$ cat config.mk
export PLATFORM = sky130hd
export DESIGN_NAME = bldcfg_top
export DESIGN_NICKNAME = d
export VERILOG_FILES = /design/src/rtl/bldcfg_pkg.sv /design/src/rtl/bldcfg_gate_ctl.sv /design/src/rtl/bldcfg_period_meas.sv /design/src/rtl/bldcfg_top.sv
export VERILOG_INCLUDE_DIRS = /design/src /design/src/rtl
export SDC_FILE = /design/constraint.sdc
export NUM_CORES = 1
export LEC_CHECK = 0
export BUFFER_PORTS_ARGS = -buffer_cell sky130_fd_sc_hd__buf_2
export CORE_ASPECT_RATIO = 2
export CORE_MARGIN = 2
export CORE_UTILIZATION = 55
export CTS_BUF_LIST = sky130_fd_sc_hd__clkbuf_4 sky130_fd_sc_hd__clkbuf_8 sky130_fd_sc_hd__clkbuf_16
export CTS_CLUSTER_SIZE = 25
export DETAILED_ROUTE_END_ITERATION = 7
export PLACE_DENSITY = 0.82
export SYNTH_ARGS = -nofsm -noshare
export SYNTH_HDL_FRONTEND = slang
export SYNTH_SLANG_ARGS = --single-unit
$ cat constraint.sdc
create_clock -name SYS_CLK -period 21.5 [get_ports SYS_CLK]
set_input_delay 2.15 -clock SYS_CLK [delete_from_list [all_inputs] [get_ports SYS_CLK]]
set_output_delay 2.15 -clock SYS_CLK [all_outputs]
set_load 0.1 [all_outputs]
$ cat src/rtl/bldcfg_map.svh
// Register offsets, field positions, reset values and timing figures
// for the motor configuration block. Definitions only.
`ifndef BLDCFG_MAP_SVH
`define BLDCFG_MAP_SVH

// Register offsets (word index on the register port)
`define BLDCFG_ADDR_CTRL 4'h0
`define BLDCFG_ADDR_ADV 4'h1
`define BLDCFG_ADDR_LOCKQ 4'h2
`define BLDCFG_ADDR_TOL 4'h3

// Reset values and the register 0x01 write mask
`define BLDCFG_RST_CTRL 16'h0000
`define BLDCFG_RST_ADV 16'h0000
`define BLDCFG_RST_LOCKQ 16'h0000
`define BLDCFG_RST_TOL 16'h0000
`define BLDCFG_ADV_WMASK 16'h00FF

// Register 0x00 fields
`define BLDCFG_BRKPOL_BIT 9
`define BLDCFG_SYNREC_BIT 8
`define BLDCFG_RATE_HI 7
`define BLDCFG_RATE_LO 6
`define BLDCFG_SPDM_HI 5
`define BLDCFG_SPDM_LO 4
`define BLDCFG_FBSEL_HI 3
`define BLDCFG_FBSEL_LO 2
`define BLDCFG_DISACT_BIT 1
`define BLDCFG_RETRY_BIT 0

// Register 0x01 fields
`define BLDCFG_ADV_HI 7
`define BLDCFG_ADV_LO 0

// Register 0x02 fields
`define BLDCFG_LPC_HI 15
`define BLDCFG_LPC_LO 8
`define BLDCFG_MINSP_HI 7
`define BLDCFG_MINSP_LO 0

// Register 0x03 fields
`define BLDCFG_BASIC_BIT 15
`define BLDCFG_TOL_HI 14
`define BLDCFG_TOL_LO 12

// Tolerance: code 0 is a shift of 9 (1/512), code 7 a shift of 2 (1/4)
`define BLDCFG_TOL_SHIFT0 4'h9

// Timing
`define BLDCFG_CLK_NS 8
`define BLDCFG_TICK_NS 2560000
`define BLDCFG_RETRY_NS 1000
`define BLDCFG_RETRY_CYC (`BLDCFG_RETRY_NS / `BLDCFG_CLK_NS)

`endif

$ cat src/rtl/bldcfg_pkg.sv
// Types shared by the motor configuration block.
// Assumes the map header supplies all numeric constants.
package bldcfg_pkg;

  typedef enum logic [1:0] {
    SPD_CLK_FREQ = 2'b00,
    SPD_CLK_PWM = 2'b01,
    SPD_REG_PWM = 2'b10,
    SPD_RESERVED = 2'b11
  } bldcfg_speed_mode_select_t;

  typedef enum logic [1:0] {
    FB_HALL_U = 2'b00,
    FB_HALL_XOR = 2'b01,
    FB_AMP = 2'b10,
    FB_TACHOMETER = 2'b11
  } bldcfg_fbsel_t;

  typedef enum logic [1:0] {
    FLT_IDLE = 2'b00,
    FLT_LATCH = 2'b01,
    FLT_WAIT = 2'b10
  } bldcfg_fault_t;

endpackage : bldcfg_pkg

$ cat src/rtl/bldcfg_gate_ctl.sv
// Gate action control: fault handling, disable action and stop request.
// Assumes all inputs are synchronous to clk.
`timescale 1ns/1ps
`include "bldcfg_map.svh"

module bldcfg_gate_ctl (
  input wire logic clk,
  input wire logic rst,
  input wire logic stop_in,
  input wire logic enable_active,
  input wire logic fault_in,
  input wire logic brake_pol,
  input wire logic disable_action,
  input wire logic retry_en,
  output logic gate_hiz_q,
  output logic gate_brake_q,
  output logic gate_run_q,
  output logic fault_off_q
);

  bldcfg_pkg::bldcfg_fault_t state_q, state_d;
  logic [7:0] wait_q, wait_d;
  logic stop_req;
  logic off;
  logic hiz_d, brake_d, run_d;

  assign stop_req = brake_pol ? ~stop_in : stop_in;
  assign off = (state_q != bldcfg_pkg::FLT_IDLE) || fault_in;

  always_comb begin
    state_d = state_q;
    wait_d = wait_q;
    case (state_q)
      bldcfg_pkg::FLT_IDLE: begin
        if (fault_in) begin
          state_d = retry_en ? bldcfg_pkg::FLT_WAIT : bldcfg_pkg::FLT_LATCH;
          wait_d = 8'h00;
        end
      end
      bldcfg_pkg::FLT_WAIT: begin
        if (fault_in) begin
          wait_d = 8'h00;
        end else if (wait_q == 8'(`BLDCFG_RETRY_CYC - 1)) begin
          state_d = bldcfg_pkg::FLT_IDLE;
        end else begin
          wait_d = wait_q + 8'h01;
        end
      end
      bldcfg_pkg::FLT_LATCH: begin
        state_d = bldcfg_pkg::FLT_LATCH; // Only reset releases a latched fault
      end
      default: begin
        state_d = bldcfg_pkg::FLT_IDLE;
      end
    endcase
  end

  // coast, brake: fault beats disable beats stop
  assign hiz_d = off || (!enable_active && !disable_action);
  assign brake_d = !off && ((!enable_active && disable_action) || (enable_active && stop_req));
  assign run_d = !off && enable_active && !stop_req;

  // Registered state and gate decision
  always_ff @(posedge clk or posedge rst) begin
    if (rst) begin
      state_q <= bldcfg_pkg::FLT_IDLE;
      wait_q <= 8'h00;
      gate_hiz_q <= 1'b1;
      gate_brake_q <= 1'b0;
      gate_run_q <= 1'b0;
      fault_off_q <= 1'b0;
    end else begin
      state_q <= state_d;
      wait_q <= wait_d;
      gate_hiz_q <= hiz_d;
      gate_brake_q <= brake_d;
      gate_run_q <= run_d;
      fault_off_q <= off;
    end
  end

endmodule : bldcfg_gate_ctl

$ cat src/rtl/bldcfg_period_meas.sv
// First-hall period measurement in clock cycles and in 2.56 ms ticks.
// Assumes hall_u is synchronous to clk; rising edge to rising edge.
`timescale 1ns/1ps
`include "bldcfg_map.svh"

module bldcfg_period_meas #(
  parameter int unsigned TICK_CYCLES = `BLDCFG_TICK_NS / `BLDCFG_CLK_NS
) (
  input wire logic clk,
  input wire logic rst,
  input wire logic hall_u,
  output logic edge_q,
  output logic [27:0] period_cyc_q,
  output logic [8:0] period_ticks_q,
  output logic [8:0] live_ticks_q
);

  logic hall_prev_q;
  logic [27:0] cyc_q;
  logic [18:0] div_q;
  logic rise;
  logic tick;

  assign rise = hall_u && !hall_prev_q;
  // Tick divider restarts on every rising edge so ticks count whole periods
  assign tick = (div_q == 19'(TICK_CYCLES - 1));

  // Counters saturate so a stalled rotor never wraps to a short period
  always_ff @(posedge clk or posedge rst) begin
    if (rst) begin
      hall_prev_q <= 1'b0;
      cyc_q <= 28'h0000000;
      div_q <= 19'h00000;
      live_ticks_q <= 9'h000;
      period_cyc_q <= 28'h0000000;
      period_ticks_q <= 9'h000;
      edge_q <= 1'b0;
    end else begin
      hall_prev_q <= hall_u;
      edge_q <= rise;
      if (rise) begin
        period_cyc_q <= cyc_q;
        period_ticks_q <= live_ticks_q;
        cyc_q <= 28'h0000001;
        div_q <= 19'h00001;
        live_ticks_q <= 9'h000;
      end else begin
        if (cyc_q != 28'hFFFFFFF) cyc_q <= cyc_q + 28'h0000001;
        div_q <= tick ? 19'h00000 : div_q + 19'h00001;
        if (tick && live_ticks_q != 9'h1FF) live_ticks_q <= live_ticks_q + 9'h001;
      end
    end
  end

endmodule : bldcfg_period_meas

$ cat src/rtl/bldcfg_top.sv
// Configuration registers 0x00-0x03 of a sensored brushless motor
// controller, with feedback selection, gate action and lock detection.
// Assumes a synchronous register port from a loader or serial front end
// and that all pin inputs are synchronous to SYS_CLK.
`timescale 1ns/1ps
`include "bldcfg_map.svh"

module bldcfg_top #(
  parameter int unsigned TICK_CYCLES = `BLDCFG_TICK_NS / `BLDCFG_CLK_NS
) (
  input wire logic SYS_CLK,
  input wire logic RESET,
  input wire logic REG_WR_EN,
  input wire logic REG_RD_EN,
  input wire logic [3:0] REG_ADDR,
  input wire logic [15:0] REG_WDATA,
  output logic [15:0] REG_RDATA,
  output logic REG_RD_VALID,
  input wire logic STOP_IN,
  input wire logic ENABLE_ACTIVE,
  input wire logic FAULT_IN,
  input wire logic HALL_U,
  input wire logic HALL_V,
  input wire logic HALL_W,
  input wire logic FB_AMP_IN,
  input wire logic TACHOMETER_INPUT,
  output logic [1:0] PWM_RATE_SELECT,
  output logic [1:0] SPEED_MODE_SELECT,
  output logic SPEED_MODE_VALID,
  output logic SYNC_RECTIFY_ENABLE,
  output logic SPEED_FEEDBACK_SIGNAL,
  output logic [7:0] ADVANCE_COUNT,
  output logic HALL120_FORCE,
  output logic GATE_HIZ,
  output logic GATE_LOW_BRAKE,
  output logic GATE_RUN,
  output logic FAULT_OFF,
  output logic SPEED_LOCK
);

  // Stored registers
  logic [15:0] ctrl_q, adv_q, lockq_q, tol_q;
  logic [15:0] rdata_q;
  logic rd_valid_q;

  // Derived outputs, all registered
  logic mode_valid_q;
  logic fb_q;
  logic [7:0] adv_out_q;
  logic basic_q;

  // Lock qualification state
  logic [27:0] prev_period_q;
  logic [7:0] qual_cnt_q;
  logic lock_q;

  // Fields
  logic brake_pol;
  logic disable_action_bit;
  logic retry_en;
  logic [1:0] feedback_source_select;
  logic [1:0] speed_mode_select;
  logic [7:0] lock_period_count;
  logic [7:0] min_speed_period;
  logic [2:0] speed_tolerance_select;
  logic basic_mode;

  // Period measurement
  logic meas_edge;
  logic [27:0] period_cyc;
  logic [8:0] period_ticks;
  logic [8:0] live_ticks;

  // Decode
  logic sel_ctrl, sel_adv, sel_lockq, sel_tol;
  logic [15:0] rd_mux;
  logic fb_d;
  logic tol_ok, min_ok, stalled;
  logic [27:0] tol_limit;

  // Absolute difference of two periods
  function automatic logic [27:0] abs_diff(input logic [27:0] a, input logic [27:0] b);
    abs_diff = (a >= b) ? (a - b) : (b - a);
  endfunction : abs_diff

  // Tolerance shift: code 0 divides by 512, each step doubles the window
  function automatic logic [3:0] tol_shift(input logic [2:0] code);
    tol_shift = `BLDCFG_TOL_SHIFT0 - {1'b0, code};
  endfunction : tol_shift

  // Address decode
  assign sel_ctrl = (REG_ADDR == `BLDCFG_ADDR_CTRL);
  assign sel_adv = (REG_ADDR == `BLDCFG_ADDR_ADV);
  assign sel_lockq = (REG_ADDR == `BLDCFG_ADDR_LOCKQ);
  assign sel_tol = (REG_ADDR == `BLDCFG_ADDR_TOL);

  // read returns stored values; unmapped reads give zero
  assign rd_mux = sel_ctrl ? ctrl_q :
                  sel_adv ? adv_q :
                  sel_lockq ? lockq_q :
                  sel_tol ? tol_q : 16'h0000;

  // Field extraction
  assign brake_pol = ctrl_q[`BLDCFG_BRKPOL_BIT];
  assign disable_action_bit = ctrl_q[`BLDCFG_DISACT_BIT];
  assign retry_en = ctrl_q[`BLDCFG_RETRY_BIT];
  assign feedback_source_select = ctrl_q[`BLDCFG_FBSEL_HI:`BLDCFG_FBSEL_LO];
  assign speed_mode_select = ctrl_q[`BLDCFG_SPDM_HI:`BLDCFG_SPDM_LO];
  assign lock_period_count = lockq_q[`BLDCFG_LPC_HI:`BLDCFG_LPC_LO];
  assign min_speed_period = lockq_q[`BLDCFG_MINSP_HI:`BLDCFG_MINSP_LO];
  assign speed_tolerance_select = tol_q[`BLDCFG_TOL_HI:`BLDCFG_TOL_LO];
  assign basic_mode = tol_q[`BLDCFG_BASIC_BIT];

  // hall sources, amplifier and tachometer sources
  assign fb_d = (feedback_source_select == bldcfg_pkg::FB_HALL_U) ? HALL_U :
                (feedback_source_select == bldcfg_pkg::FB_HALL_XOR) ? (HALL_U ^ HALL_V ^ HALL_W) :
                (feedback_source_select == bldcfg_pkg::FB_AMP) ? FB_AMP_IN :
                TACHOMETER_INPUT;

  // tolerance window as a fraction of the latest period
  assign tol_limit = period_cyc >> tol_shift(speed_tolerance_select);
  assign tol_ok = abs_diff(period_cyc, prev_period_q) <= tol_limit;
  // period shorter than the minimum-speed limit
  assign min_ok = period_ticks < {1'b0, min_speed_period};
  // A rotor that stops drops lock without waiting for an edge
  assign stalled = live_ticks >= {1'b0, min_speed_period};

  always_ff @(posedge SYS_CLK or posedge RESET) begin
    if (RESET) begin
      ctrl_q <= `BLDCFG_RST_CTRL;
      lockq_q <= `BLDCFG_RST_LOCKQ;
      tol_q <= `BLDCFG_RST_TOL;
    end else if (REG_WR_EN) begin
      if (sel_ctrl) ctrl_q <= REG_WDATA;
      if (sel_lockq) lockq_q <= REG_WDATA;
      if (sel_tol) tol_q <= REG_WDATA;
    end
  end

  // reserved upper byte never stored, so it reads zero
  always_ff @(posedge SYS_CLK or posedge RESET) begin
    if (RESET) begin
      adv_q <= `BLDCFG_RST_ADV;
    end else if (REG_WR_EN && sel_adv) begin
      adv_q <= REG_WDATA & `BLDCFG_ADV_WMASK;
    end
  end

  // Read data is registered, one cycle after the strobe
  always_ff @(posedge SYS_CLK or posedge RESET) begin
    if (RESET) begin
      rdata_q <= 16'h0000;
      rd_valid_q <= 1'b0;
    end else begin
      rd_valid_q <= REG_RD_EN;
      if (REG_RD_EN) rdata_q <= rd_mux;
    end
  end

  // reserved mode flagged, advance, basic override
  always_ff @(posedge SYS_CLK or posedge RESET) begin
    if (RESET) begin
      mode_valid_q <= 1'b1;
      fb_q <= 1'b0;
      adv_out_q <= 8'h00;
      basic_q <= 1'b0;
    end else begin
      mode_valid_q <= (speed_mode_select != bldcfg_pkg::SPD_RESERVED);
      fb_q <= fb_d;
      adv_out_q <= basic_mode ? 8'h00 : adv_q[`BLDCFG_ADV_HI:`BLDCFG_ADV_LO];
      basic_q <= basic_mode;
    end
  end

  // lock on the qualifying period that follows the set count of qualifying periods
  always_ff @(posedge SYS_CLK or posedge RESET) begin
    if (RESET) begin
      prev_period_q <= 28'h0000000;
      qual_cnt_q <= 8'h00;
      lock_q <= 1'b0;
    end else if (meas_edge) begin
      prev_period_q <= period_cyc;
      if (tol_ok && min_ok) begin
        if (qual_cnt_q >= lock_period_count) begin
          lock_q <= 1'b1;
        end else begin
          qual_cnt_q <= qual_cnt_q + 8'h01;
        end
      end else begin
        qual_cnt_q <= 8'h00;
        lock_q <= 1'b0;
      end
    end else if (stalled) begin
      qual_cnt_q <= 8'h00;
      lock_q <= 1'b0;
    end
  end

  // First-hall period in cycles and ticks
  bldcfg_period_meas #(
    .TICK_CYCLES(TICK_CYCLES)
  ) u_meas (
    .clk(SYS_CLK),
    .rst(RESET),
    .hall_u(HALL_U),
    .edge_q(meas_edge),
    .period_cyc_q(period_cyc),
    .period_ticks_q(period_ticks),
    .live_ticks_q(live_ticks)
  );

  bldcfg_gate_ctl u_gate (
    .clk(SYS_CLK),
    .rst(RESET),
    .stop_in(STOP_IN),
    .enable_active(ENABLE_ACTIVE),
    .fault_in(FAULT_IN),
    .brake_pol(brake_pol),
    .disable_action(disable_action_bit),
    .retry_en(retry_en),
    .gate_hiz_q(GATE_HIZ),
    .gate_brake_q(GATE_LOW_BRAKE),
    .gate_run_q(GATE_RUN),
    .fault_off_q(FAULT_OFF)
  );

  // rate and mode straight from the stored register
  assign PWM_RATE_SELECT = ctrl_q[`BLDCFG_RATE_HI:`BLDCFG_RATE_LO];
  assign SPEED_MODE_SELECT = speed_mode_select;
  assign SYNC_RECTIFY_ENABLE = ctrl_q[`BLDCFG_SYNREC_BIT];
  assign SPEED_MODE_VALID = mode_valid_q;
  assign SPEED_FEEDBACK_SIGNAL = fb_q;
  assign ADVANCE_COUNT = adv_out_q;
  assign HALL120_FORCE = basic_q;
  assign SPEED_LOCK = lock_q;
  assign REG_RDATA = rdata_q;
  assign REG_RD_VALID = rd_valid_q;

endmodule : bldcfg_top

# After elaboration in Yosys (flattened, before gate mapping)
# Cells that the tools add are included.
[word_totals]
register_bits = 230
inputBits = 32
elab_cells = 127
output_inout_bits = 38
[classes]
n_bitwise = 3
n_addsub = 8
n_shift = 1
muxes = 33
eq_ne = 18
order_cmp = 5
reduce_logical = 33
[op_table]
columns = ["operator", "n"]
rows = [
  ["two-way mux 28 bit", 3],
  ["two-way mux 16 bit", 4],
  ["two-way mux 8 bit", 8],
  ["subtractor 28 bit", 2],
  ["two-way mux 19 bit", 2],
  ["adder 28 x 1 -> 28 bit (second input constant)", 1],
  [">= comparator 28 bit", 1],
  ["less-or-equal comparator 28 bit", 1],
  ["inequality test 28 bit (second input constant)", 1],
  ["right shift 28 x 4 -> 28 bit", 1],
  ["adder 19 x 1 -> 19 bit (second input constant)", 1],
  ["== test 19 bit (second input constant)", 1],
  ["two-way mux 9 bit", 2],
  ["adder 8 x 1 -> 8 bit (second input constant)", 2],
  ["case mux 8 bit (2 select lines)", 1],
  ["logical AND 1 bit", 10],
  ["AND reduction 2 bit", 5],
  ["nonzero test 2 bit", 5],
  ["adder 9 x 1 -> 9 bit (second input constant)", 1],
  [">= comparator 9 x 8 -> 1 bit", 1],
  ["< comparator 9 x 8 -> 1 bit", 1],
  ["inequality test 3 bit (second input constant)", 3],
  ["inequality test 9 bit (second input constant)", 1],
  ["== test 4 x 2 -> 1 bit (second input constant)", 2],
  ["18 further kinds", 41],
]

# Depth between registers and ports, before layout
# Gate-level depths: netlist of run 1.
[logic_depth]
ltp_word = 6
mapped_depth = 24
ltp_nobuf = 21

# Modules after synthesis
# A second synthesis of run 1 with hierarchy kept.
[hier_totals]
cells_unflattened = 1718
area_unflattened_um2 = 15478.6
[modules_own_cells]
columns = ["module", "area_each_um2", "seq_area_each_um2", "instances", "cells_per_inst"]
rows = [
  ["bldcfg_top", 10030.9, 3029.2, 1, 1125],
  ["bldcfg_period_meas", 4670.7, 2377.3, 1, 517],
  ["bldcfg_gate_ctl", 777.0, 351.6, 1, 76],
]

# Worst setup path before layout of run 1
# No wires, ideal clock.
[synth_path]
kind = "reg-to-reg"
start = "reg u_meas.period_cyc_q[0]"
end = "reg qual_cnt_q[0]"
arrival_ps = 4391
setup_time_ps = 92
period_less_slack_ps = 4483
required_ps = 21408
stages_incl_launch_ff = 24
path_buffers = 3
path_slack_ps = 17017
path_cell_list = "dfrtp_1 > inv_1 > ha_1 > inv_1 > fa_1 > a211oi_2 > o21ai_2 > a31o_1 > a211oi_2 > a221o_1 > buf_6 > buf_12 > mux2i_1 > o211ai_1 > xnor2_1 > ha_1 > nand4_1 > nor4_1 > nand2_1 > a22oi_1 > o211a_1 > buf_2 > nand2_1 > o221ai_1"
[synth_via]
elab_chain_cells = 6
word_cells_on_any_way = 11
cone_classes = "add/sub (2); order compare (2); eq/ne (1); shift (1); mux (3); reduce/logical (2)"
[synth_rtl]
columns = ["element", "line_no", "text"]
rows = [
  ["from (decl)", "bldcfg_period_meas.sv:13", "output logic [27:0] period_cyc_q,"],
  ["from (signal assigned)", "bldcfg_period_meas.sv:42", "period_cyc_q <= cyc_q;"],
  ["subtractor 28 bit or >= comparator 28 bit (tied branches)", "bldcfg_top.sv:83", "abs_diff = (a >= b) ? (a - b) : (b - a);"],
  ["two-way mux 28 bit", "bldcfg_top.sv:83", ""],
  ["less-or-equal comparator 28 bit *", "bldcfg_top.sv:122", "assign tol_ok = abs_diff(period_cyc, prev_period_q) <= tol_limit;"],
  ["logical AND 1 bit *", "bldcfg_top.sv:183", "if (tol_ok && min_ok) begin"],
  ["inequality test 3 bit (no line) or two-way mux 8 bit (tied branches)", "n/a", ""],
  ["AND reduction 2 bit (no line) or two-way mux 8 bit (tied branches)", "n/a", ""],
  ["to (signal assigned)", "bldcfg_top.sv:187", "qual_cnt_q <= qual_cnt_q + 8'h01;"],
  ["to (decl)", "bldcfg_top.sv:54", "logic [7:0] qual_cnt_q;"],
]
# Mark *: on every way between the ends. The rest lies on a longest branch, timed or not.
# A chain may end at the register's enable or synchronous reset.

# Final worst setup path of run 1
[layout_path]
start = "reg u_meas.period_cyc_q[4]"
end = "reg qual_cnt_q[1]"
# The elaborated chain is that of the path after synthesis.

==> results of run 1 <==
cell type report:
| type | instances | area (um^2) |
|---|---|---|
| Fill cell | 2303 | 10700 |
| Multi-Input combinational cell | 1225 | 8490 |
| Sequential cell | 230 | 5760 |
| Clock buffer | 28 | 578 |
| Inverter | 122 | 465 |
| Timing Repair Buffer | 82 | 443 |
| Tap cell | 348 | 435 |
| Clock inverter | 10 | 144 |
placed cells by master (no fill, tap or decap), types with 20 or more instances in the layout:
master and instances:
a21o_1 46, clkbuf_16 21, and3_1 20, xor2_1 45, mux2i_1 49, mux2_2 63, nor2_1 124, xnor2_1 30
nand2_1 203, nor2b_1 25, a21oi_1 103, inv_1 119, o21ai_0 121, ha_1 114, nand4_1 23, buf_2 69
dfrtp_1 228, nand3_1 41
sequential cells by signal, summed over array words and instances (netlist names), 2 cells and up:
| signal | count |
|---|---|
| u_meas.period_ticks_q | 9 |
| u_meas.cyc_q | 28 |
| adv_q | 8 |
| u_meas.period_cyc_q | 28 |
| tol_q | 16 |
| u_gate.state_q | 2 |
| ADVANCE_COUNT | 8 |
| u_meas.live_ticks_q | 9 |
| REG_RDATA | 16 |
| lockq_q | 16 |
| qual_cnt_q | 8 |
| u_meas.div_q | 19 |
| ctrl_q | 16 |
| u_gate.wait_q | 8 |
| prev_period_q | 28 |
final timing paths:
| check | to | slack (ns) |
|---|---|---|
| setup / recovery | qual_cnt_q[1]$_DFFE_PP0P_ | 15.70 |
| hold / removal | SPEED_MODE_VALID$_DFF_PP1_ | 0.47 |
| setup reg to reg | qual_cnt_q[1]$_DFFE_PP0P_ | 15.70 |
| hold reg to reg | SPEED_MODE_VALID$_DFF_PP1_ | 0.47 |
| max in group asynchronous | u_meas.cyc_q[4]$_DFFE_PP0P_ | 18.35 |
| min in group asynchronous | prev_period_q[19]$_DFFE_PP0P_ | 1.69 |
power by group:
group	total [mW]	switching (mW)	internal, mW
sequential	0.526	0.0437	0.482
combinational	1.05	0.642	0.404
clock	0.403	0.174	0.229
through the flow:
step	instance area (um^2)	hold slack, ns	power (mW)	util (%)	setup WS [ns]
after floorplan	15100	0.404	1.33	-	13.05
after global placement	15600	0.431	1.53	57.7	15.82
after detailed placement	15600	0.446	1.56	57.7	15.76
after CTS	16300	0.468	1.96	60.4	15.72
after global routing	16300	0.492	2.09	60.4	15.40
final	16300	0.473	1.97	60.4	15.70
layer usage:
layer  vias up  routed length (um)
met4         0                3380
met1      6053               14000
li1       5856                   -
met2       421               22600
met5         -                   0
met3       171                1440
cell families (layout without fill, tap and decap cells):
family,Yosys count,in the layout,synth area share (%)
flops,230,230,38.1
compound gates,397,397,16.7
simple gates,511,511,15.4
xor+xnor,75,75,4.35
fa+ha+maj,116,116,9.70
buf+inv,200,242,5.75
mux,126,126,10.0
==> flow_metrics.tcl, run 1 <==
set metrics [dict create \
    syn_nets 1803 \
    synth_top_area_share_pct 37.8 \
    grt_antenna_before_repair 0 \
    max_stage_delay_ns 0.63 \
    synth_area_um2 15100 \
    maxSlewHeadroom_pct 20.4 \
    grt-ovfl-total 0 \
    ys_ff_latch 230 \
    clock_path_buffers 3 \
    h-tree-depth 1 \
    synth.distinct_cells 68 \
    cp-startpoint "u_meas.period_cyc_q[4]$_DFFE_PP0P_" \
    diodes 0 \
    via_per_inst 6.11 \
    ir_drop_v 0.000118 \
    hpwl_mm 31.4 \
    hold_viol 0 \
    met3_usage_pct 2.51 \
    final_cells 2045 \
    yosys.cell_count.top_type "dfrtp_1" \
    nets 1830 \
    finalWeightedCongestion 1.01 \
    hold_depth 1 \
    arrival_ns 6.24 \
    std_cell_rows 85 \
    core_um2 27000 \
    ys_seq_area_share_pct 38.1 \
    pin_count 70 \
    worstMarginPinSlew_ns 1.18 \
    wirelength_mm 41.5 \
    ff2ff_path_depth 17 \
    hp-start "ctrl_q[4]$_DFFE_PP0P_" \
    die_x_um 121 \
    hold_path.class "flip-flop to flip-flop" \
    initial_utilization_pct 55.9 \
    timing.rr.start "u_meas.period_cyc_q[4]$_DFFE_PP0P_" \
    cpMaxStageDelayCell "o21ai_0" \
    synth.largest_area_cell "dfrtp_1" \
    worstSetupPathType "flip-flop to flip-flop" \
    critPathMaxFanout 10 \
    die_area_um2 28900 \
    synth_edf_count 0 \
    fin_crit_sh_pct 27.0 \
    postCtsSetupRepairBufs 0 \
    synth_area_per_cell_um2 9.13 \
    synthArstFlopShare_pct 100 \
    syn_to_final_growth_pct 7.96 \
    post_drt_wl_per_cell_um 20.3 \
    ant_nets 0 \
    synthFlopType "dfrtp_1" \
    root_buffer "clkbuf_16" \
    numClockSinks 230 \
    synth_commonest_cells "228 x dfrtp_1, 203 x nand2_1, 124 x nor2_1" \
    grt_pass1_vias 12900 \
    p_per_area_nw_per_um2 121 \
    grt.busiest_layer "met2" \
    dp_cells 2007 \
    cts-buffers-inserted 21 \
    timing.fmax_mhz 172 \
    tritoncts "done" \
    p_leak_nw 7.70 \
    die_h_um 238 \
    yosys-top-cells-area "dfrtp_1 38%, ha_1 9.4%, nand2_1 5.0%, mux2_2 4.7%, o21ai_0 4.0%" \
    fin_setup_tns_ns 0 \
    cp_top_family "compound AO/OA/AOI/OAI gates" \
    critPathBufInv 0 \
    grt_first_pass_wirelength_mm 65.9 \
    status "finished clean" \
    drive_gt1_share_pct 13.6 \
    use_met1_pct 28.6 \
    finClkSkew_ns 0.0265 \
    grt_max_degree 99 \
    min_period_ns 5.80 \
    dr.pass1.iters 7 \
    cp.required_ns 21.94 \
    drv_slew 0 \
    synthCells 1655 \
    grtUsageTotal_pct 29.0 \
    io_buffers 69 \
    rsz0062_at_grt "no" \
    drc 0 \
    cap_viol_max_count 0 \
    start_kind "flip-flop" \
    critical_path.cell_chain "ha_1, a2111o_1, a31oi_1, nor3_1, o21ai_0, a21oi_1, a221oi_1, a31oi_2, xor2_1, ha_1, nand4_1, nor4_1, nand2_1, a22oi_1, o211a_1, nand2_1, o221ai_1" \
    ctsHoldBuffers 0 \
    worstSkewPairLatency_ns 0.53 \
    worstSetupEndpointType "flip-flop" \
    ys_warn_count 0 \
    cp.depth 17 \
    clkSlewWorstSetupHoldPaths_ns 0.07 \
    grtUsageMet2_pct 54.9 \
    via_count 12500 \
    finalSetupViolCount 0 \
    ctsResizeCount 0 \
    drtIter0Drc 738 \
]
Power figures use the tool's default switching activity.
==> run 2, diff against run 1 <==
==> constraint.sdc (replaced) <==
create_clock -name SYS_CLK -period 5.82 [get_ports SYS_CLK]
set_input_delay 0.582 -clock SYS_CLK [delete_from_list [all_inputs] [get_ports SYS_CLK]]
set_output_delay 0.582 -clock SYS_CLK [all_outputs]
set_load 0.1 [all_outputs]
==> flow_metrics.tcl, run 2 (synthesis gave the netlist of run 1 again) <==
set metrics [dict create \
    clock_path_buffers 3 \
    io_buffers 69 \
    ir_drop_v 0.000381 \
    hold_path.class "primary input to asynchronous set/reset pin" \
    fin_setup_tns_ns 0 \
    finClkSkew_ns 0.0126 \
    maxSlewHeadroom_pct 30.4 \
    min_period_ns 5.53 \
    nets 1837 \
    via_per_inst 6.18 \
    finalWeightedCongestion 1.05 \
    die_area_um2 28900 \
    worstSetupPathType "flip-flop to flip-flop" \
    std_cell_rows 85 \
    fin_util_pct 60.3 \
    worstSetupEndpointType "flip-flop" \
    post_drt_wl_per_cell_um 20.0 \
    rsz0062_at_grt "no" \
    drv_slew 0 \
    hpwl_mm 30.9 \
    wirelength_mm 40.8 \
    cap_viol_max_count 0 \
    ctsHoldBuffers 0 \
    final_cell_mix "228 x dfrtp_1, 203 x nand2_1, 124 x nor2_1" \
    p_total_mw 7.16 \
    worstSkewPairLatency_ns 0.50 \
    crit_top_cell "nand2_1" \
    numClockSinks 230 \
    timing.fmax_mhz 181 \
    critical_path.cell_chain "ha_1, nand2_1, nor3_1, a311oi_1, a221o_4, buf_4, a2111oi_0, a41oi_1, xor2_1, ha_1, nand4_1, nor4_2, nand2_1, a22oi_1, o211a_1, nand2_1, o221ai_1" \
    cpMaxStageDelayCell "nor3_1" \
    die_x_um 121 \
    reg_top3 "prev_period_q (28), u_meas.cyc_q (28), u_meas.period_cyc_q (28)" \
    timing.rr.start "u_meas.period_cyc_q[7]$_DFFE_PP0P_" \
    die_h_um 238 \
    dpl_worst_slack_ns 0.331 \
    clkSlewWorstSetupHoldPaths_ns 0.08 \
    arrival_ns 5.93 \
    final_cells 2046 \
    worstMarginPinSlew_ns 1.04 \
    r2r_end "qual_cnt_q[0]$_DFFE_PP0P_" \
    dr.pass1.iters 6 \
    final_common_cell "dfrtp_1" \
    cp_top_family "compound AO/OA/AOI/OAI gates" \
    hold_viol 0 \
    ff2ff_path_depth 17 \
    dp_cells 2016 \
    start_kind "flip-flop" \
    drive_gt1_share_pct 13.7 \
    tritoncts "done" \
    root_buffer "clkbuf_16" \
    pin_count 70 \
    rrSetupSlack_ns 0.29 \
    setup_slack_ns 0.288 \
    core_um2 27000 \
    diodes 0 \
    critPathMaxFanout 21 \
    grt_antenna_before_repair 0 \
    p_per_area_nw_per_um2 439 \
    initial_utilization_pct 55.9 \
    status "finished clean" \
    syn_to_final_growth_pct 7.85 \
    drtIter0Drc 820 \
    finalSetupViolCount 0 \
    grt_max_degree 187 \
    critPathBufInv 1 \
    grt-ovfl-total 0 \
    grt_first_pass_wirelength_mm 65.5 \
    p_leak_nw 7.68 \
    grt_pass1_vias 12900 \
    cts-buffers-inserted 19 \
    max_stage_delay_ns 0.67 \
    via_count 12600 \
    ant_nets 0 \
    cp.required_ns 6.22 \
    fin_crit_sh_pct 95.1 \
    grtUsageTotal_pct 28.6 \
    drc 0 \
    h-tree-depth 1 \
]
[run 2: changes by cell type in the layout (fill, tap and decap cells not counted)]
| cell | change |
|---|---|
| buf_4 | +8 |
| clkbuf_4 | -4 |
| inv_8 | -3 |
| clkbuf_16 | -2 |
| clkbuf_8 | +2 |
| a221o_2 | -1 |
| a221o_4 | +1 |
| buf_12 | +1 |
| bufinv_16 | -1 |
| clkinv_2 | -1 |
| clkinv_4 | +1 |
| nor4_1 | -1 |
| nor4_2 | +1 |
[run 2: worst reg2reg max path: cells and delay by family, from the launching register on]
kind	cells	cell delay, ns
adder cells (fa/ha/maj)	2	0.78
AND/OR/NAND/NOR	6	1.72
XOR/XNOR	1	0.18
buffers and inverters	1	0.27
AO/OA/AOI/OAI	7	2.04
flip-flops	1	0.43
[run 2: metal layers]
metal	track usage, %	up-vias	routed length (um)
met2	54.3	424	22500
met4	19.1	0	2780
met3	2.56	165	1420
li1	-	5859	-
met1	28.8	6196	14100
met5	0	-	0
[run 2: final cells by class]
class	count	area (um^2)
fillers	2323	10700
repair buffers	91	523
clock buffers	24	526
multi-input cells	1225	8510
inverters	122	462
flip-flops and latches	230	5760
well taps	348	435
clock inverters	6	87.6
[run 2: timing repair]
action | in CTS | in global routing
resized for setup | 0 | 2
endpoints found under the setup margin | 0 | 9
setup buffers | 0 | 0
[run 2: worst max path at each step]
stage | endpoint | from | slack, ns | depth (start not counted)
floorplan | qual_cnt_q[0]$_DFFE_PP0P_ | u_meas.period_cyc_q[0]$_DFFE_PP0P_ | 1.34 | 23
global placement | qual_cnt_q[1]$_DFFE_PP0P_ | u_meas.period_cyc_q[0]$_DFFE_PP0P_ | 0.50 | 21
detailed placement | qual_cnt_q[5]$_DFFE_PP0P_ | u_meas.period_cyc_q[0]$_DFFE_PP0P_ | 0.33 | 21
CTS | qual_cnt_q[0]$_DFFE_PP0P_ | u_meas.period_cyc_q[0]$_DFFE_PP0P_ | 0.28 | 21
global route | qual_cnt_q[0]$_DFFE_PP0P_ | u_meas.period_cyc_q[0]$_DFFE_PP0P_ | 0.08 | 21
finish | qual_cnt_q[0]$_DFFE_PP0P_ | u_meas.period_cyc_q[7]$_DFFE_PP0P_ | 0.29 | 17
[run 2: through the flow]
step / hold slack (ns) / cell area, um^2
2_1_floorplan: 0.404 / 15100
3_3_place_gp: 0.428 / 15700
3_5_place_dp: 0.434 / 15700
4_1_cts: 0.00841 / 16300
5_1_grt: 0.0204 / 16300
6_report: 0.0138 / 16300
[run 2: power breakdown]
part           switching, mW  internal [mW]  leakage, nW
registers              0.167           1.78         3.05
clock network          0.590          0.731        0.307
logic                   2.34           1.55         4.32
total                   3.09           4.06         7.68
==> run 3, diff against run 2 <==
==> constraint.sdc (replaced) <==
create_clock -name SYS_CLK -period 5.82 [get_ports SYS_CLK]
set_input_delay 1.164 -clock SYS_CLK [delete_from_list [all_inputs] [get_ports SYS_CLK]]
set_output_delay 1.164 -clock SYS_CLK [all_outputs]
set_load 0.1 [all_outputs]
==> flow_metrics.tcl, run 3 (synthesis gave the netlist of run 1 again) <==
set metrics [dict create \
    core_um2 27000 \
    syn_to_final_growth_pct 8.12 \
    grt_first_pass_wirelength_mm 67.0 \
    crit_top_cell "a21oi_1" \
    io_buffers 69 \
    die_area_um2 28900 \
    drtIter0Drc 957 \
    numClockSinks 230 \
    worstSkewPairLatency_ns 0.50 \
    grt-ovfl-total 0 \
    critical_path.cell_chain "inv_1, ha_1, inv_1, fa_1, a211oi_2, o21ai_2, a31o_1, a211oi_2, a221o_4, a211oi_1, a21oi_1, xor2_1, ha_1, a21o_1, a21o_1, a21oi_1, nor2_1, a2111oi_2, buf_4, o211a_1, buf_4, a31oi_1, a21oi_1" \
    cts-buffers-inserted 19 \
    grt.busiest_layer "met2" \
    fin_util_pct 60.5 \
    diodes 0 \
    p_total_mw 7.30 \
    use_met1_pct 29.7 \
    dpl_worst_slack_ns 0.245 \
    worstMarginPinSlew_ns 1.02 \
    wirelength_mm 41.3 \
    drive_gt1_share_pct 13.8 \
    pin_count 70 \
    finish.instance_area_um2 16300 \
    setup_slack_ns 0.360 \
    die_h_um 238 \
    nets 1836 \
    max_stage_delay_ns 0.42 \
    die_x_um 121 \
    grt_max_degree 150 \
    drv_slew 0 \
    rsz0062_at_grt "no" \
    cpMaxStageDelayCell "dfrtp_1" \
    finalSetupViolCount 0 \
    grt_antenna_before_repair 0 \
    cp_top_family "compound AO/OA/AOI/OAI gates" \
    std_cell_rows 85 \
    cap_viol_max_count 0 \
    reg_top3 "prev_period_q (28), u_meas.cyc_q (28), u_meas.period_cyc_q (28)" \
    dr.pass1.iters 7 \
    hold_depth 1 \
    root_buffer "clkbuf_16" \
    ant_nets 0 \
    ctsResizeCount 0 \
    p_leak_nw 7.70 \
    worstSetupPathType "flip-flop to flip-flop" \
    grt_pass1_vias 13200 \
    initial_utilization_pct 55.9 \
    hold_path.class "flip-flop to flip-flop" \
    fin_crit_sh_pct 93.8 \
    ir_drop_v 0.000400 \
    place_area_um2 15700 \
    status "finished clean" \
    drc 0 \
    post_drt_wl_per_cell_um 20.2 \
    clkSlewWorstSetupHoldPaths_ns 0.08 \
    worstSetupEndpointType "flip-flop" \
    met3_usage_pct 2.80 \
    r2r_end "SPEED_LOCK$_DFFE_PP0P_" \
    critPathMaxFanout 18 \
    ff2ff_path_depth 23 \
    hp-start "ctrl_q[4]$_DFFE_PP0P_" \
    grtUsageTotal_pct 29.2 \
    critPathBufInv 4 \
    tritoncts "done" \
    arrival_ns 5.88 \
    h-tree-depth 1 \
    postCtsSetupRepairBufs 0 \
    hold_viol 0 \
    grtUsageMet2_pct 54.8 \
    via_per_inst 6.17 \
    hpwl_mm 30.9 \
    fin_setup_tns_ns 0 \
    min_period_ns 5.46 \
    via_count 12600 \
    final_common_cell "dfrtp_1" \
    finalWeightedCongestion 1.06 \
    finClkSkew_ns 0.0125 \
    timing.fmax_mhz 183 \
    ctsHoldBuffers 0 \
    maxSlewHeadroom_pct 31.8 \
    final_cell_mix "228 x dfrtp_1, 203 x nand2_1, 124 x nor2_1" \
    timing.rr.start "u_meas.period_cyc_q[0]$_DFFE_PP0P_" \
    rrSetupSlack_ns 0.36 \
    start_kind "flip-flop" \
    p_per_area_nw_per_um2 447 \
    cp.required_ns 6.24 \
    whs_endpoint "SPEED_MODE_VALID$_DFF_PP1_" \
    clock_path_buffers 3 \
]
-- run 3: changes by cell type in the layout (fill, tap and decap cells not counted), sizes merged --
cell and delta:
bufinv +1, clkbuf +2, inv -1, buf -1
-- run 3: worst max-delay path by stage --
stage	to	depth (start not counted)	from	slack, ns
after floorplan	qual_cnt_q[0]$_DFFE_PP0P_	23	u_meas.period_cyc_q[0]$_DFFE_PP0P_	1.34
after global placement	qual_cnt_q[0]$_DFFE_PP0P_	22	u_meas.period_cyc_q[0]$_DFFE_PP0P_	0.37
after detailed placement	qual_cnt_q[4]$_DFFE_PP0P_	22	u_meas.period_cyc_q[0]$_DFFE_PP0P_	0.25
after CTS	SPEED_LOCK$_DFFE_PP0P_	23	u_meas.period_cyc_q[0]$_DFFE_PP0P_	0.18
after global routing	SPEED_LOCK$_DFFE_PP0P_	22	u_meas.period_cyc_q[0]$_DFFE_PP0P_	0.04
final	SPEED_LOCK$_DFFE_PP0P_	23	u_meas.period_cyc_q[0]$_DFFE_PP0P_	0.36
-- run 3: worst register-to-register path, cell delays in order (launching register included) --
cell and delay (ns):
dfrtp_1 0.42, inv_1 0.09, ha_1 0.15, inv_1 0.05, fa_1 0.42, a211oi_2 0.32, o21ai_2 0.14, a31o_1 0.26
a211oi_2 0.40, a221o_4 0.42, a211oi_1 0.10, a21oi_1 0.19, xor2_1 0.25, ha_1 0.29, a21o_1 0.17, a21o_1 0.17
a21oi_1 0.15, nor2_1 0.07, a2111oi_2 0.42, buf_4 0.19, o211a_1 0.21, buf_4 0.19, a31oi_1 0.11, a21oi_1 0.19
-- run 3: cell type report --
class                      instances  area (um^2)
inverter                         122          462
clock inverter                     6          109
tap                              348          435
timing repair buffer              90          515
multi-input combinational       1225         8510
sequential                       230         5760
fill                            2279        10700
clock buffer                      26          547
-- run 3: where the power goes --
group          total (mW)  internal (mW)  switching [mW]
Clock                1.39          0.794           0.598
Sequential           1.94           1.78           0.164
Combinational        3.96           1.59            2.37
Total                7.30           4.16            3.13
-- run 3: routing by layer --
layer	vias to the layer above	routed length (um)
met5	-	0
met4	0	3060
met3	174	1620
met2	458	22600
met1	6134	14100
li1	5859	-
-- run 3: metrics by stage --
| step | std cells | hold WS, ns |
|---|---|---|
| after global placement | 2015 | 0.434 |
| after floorplan | 1655 | 0.404 |
| after global routing | 2047 | 0.484 |
| after detailed placement | 2015 | 0.463 |
| after CTS | 2047 | 0.466 |
| final | 2047 | 0.458 |
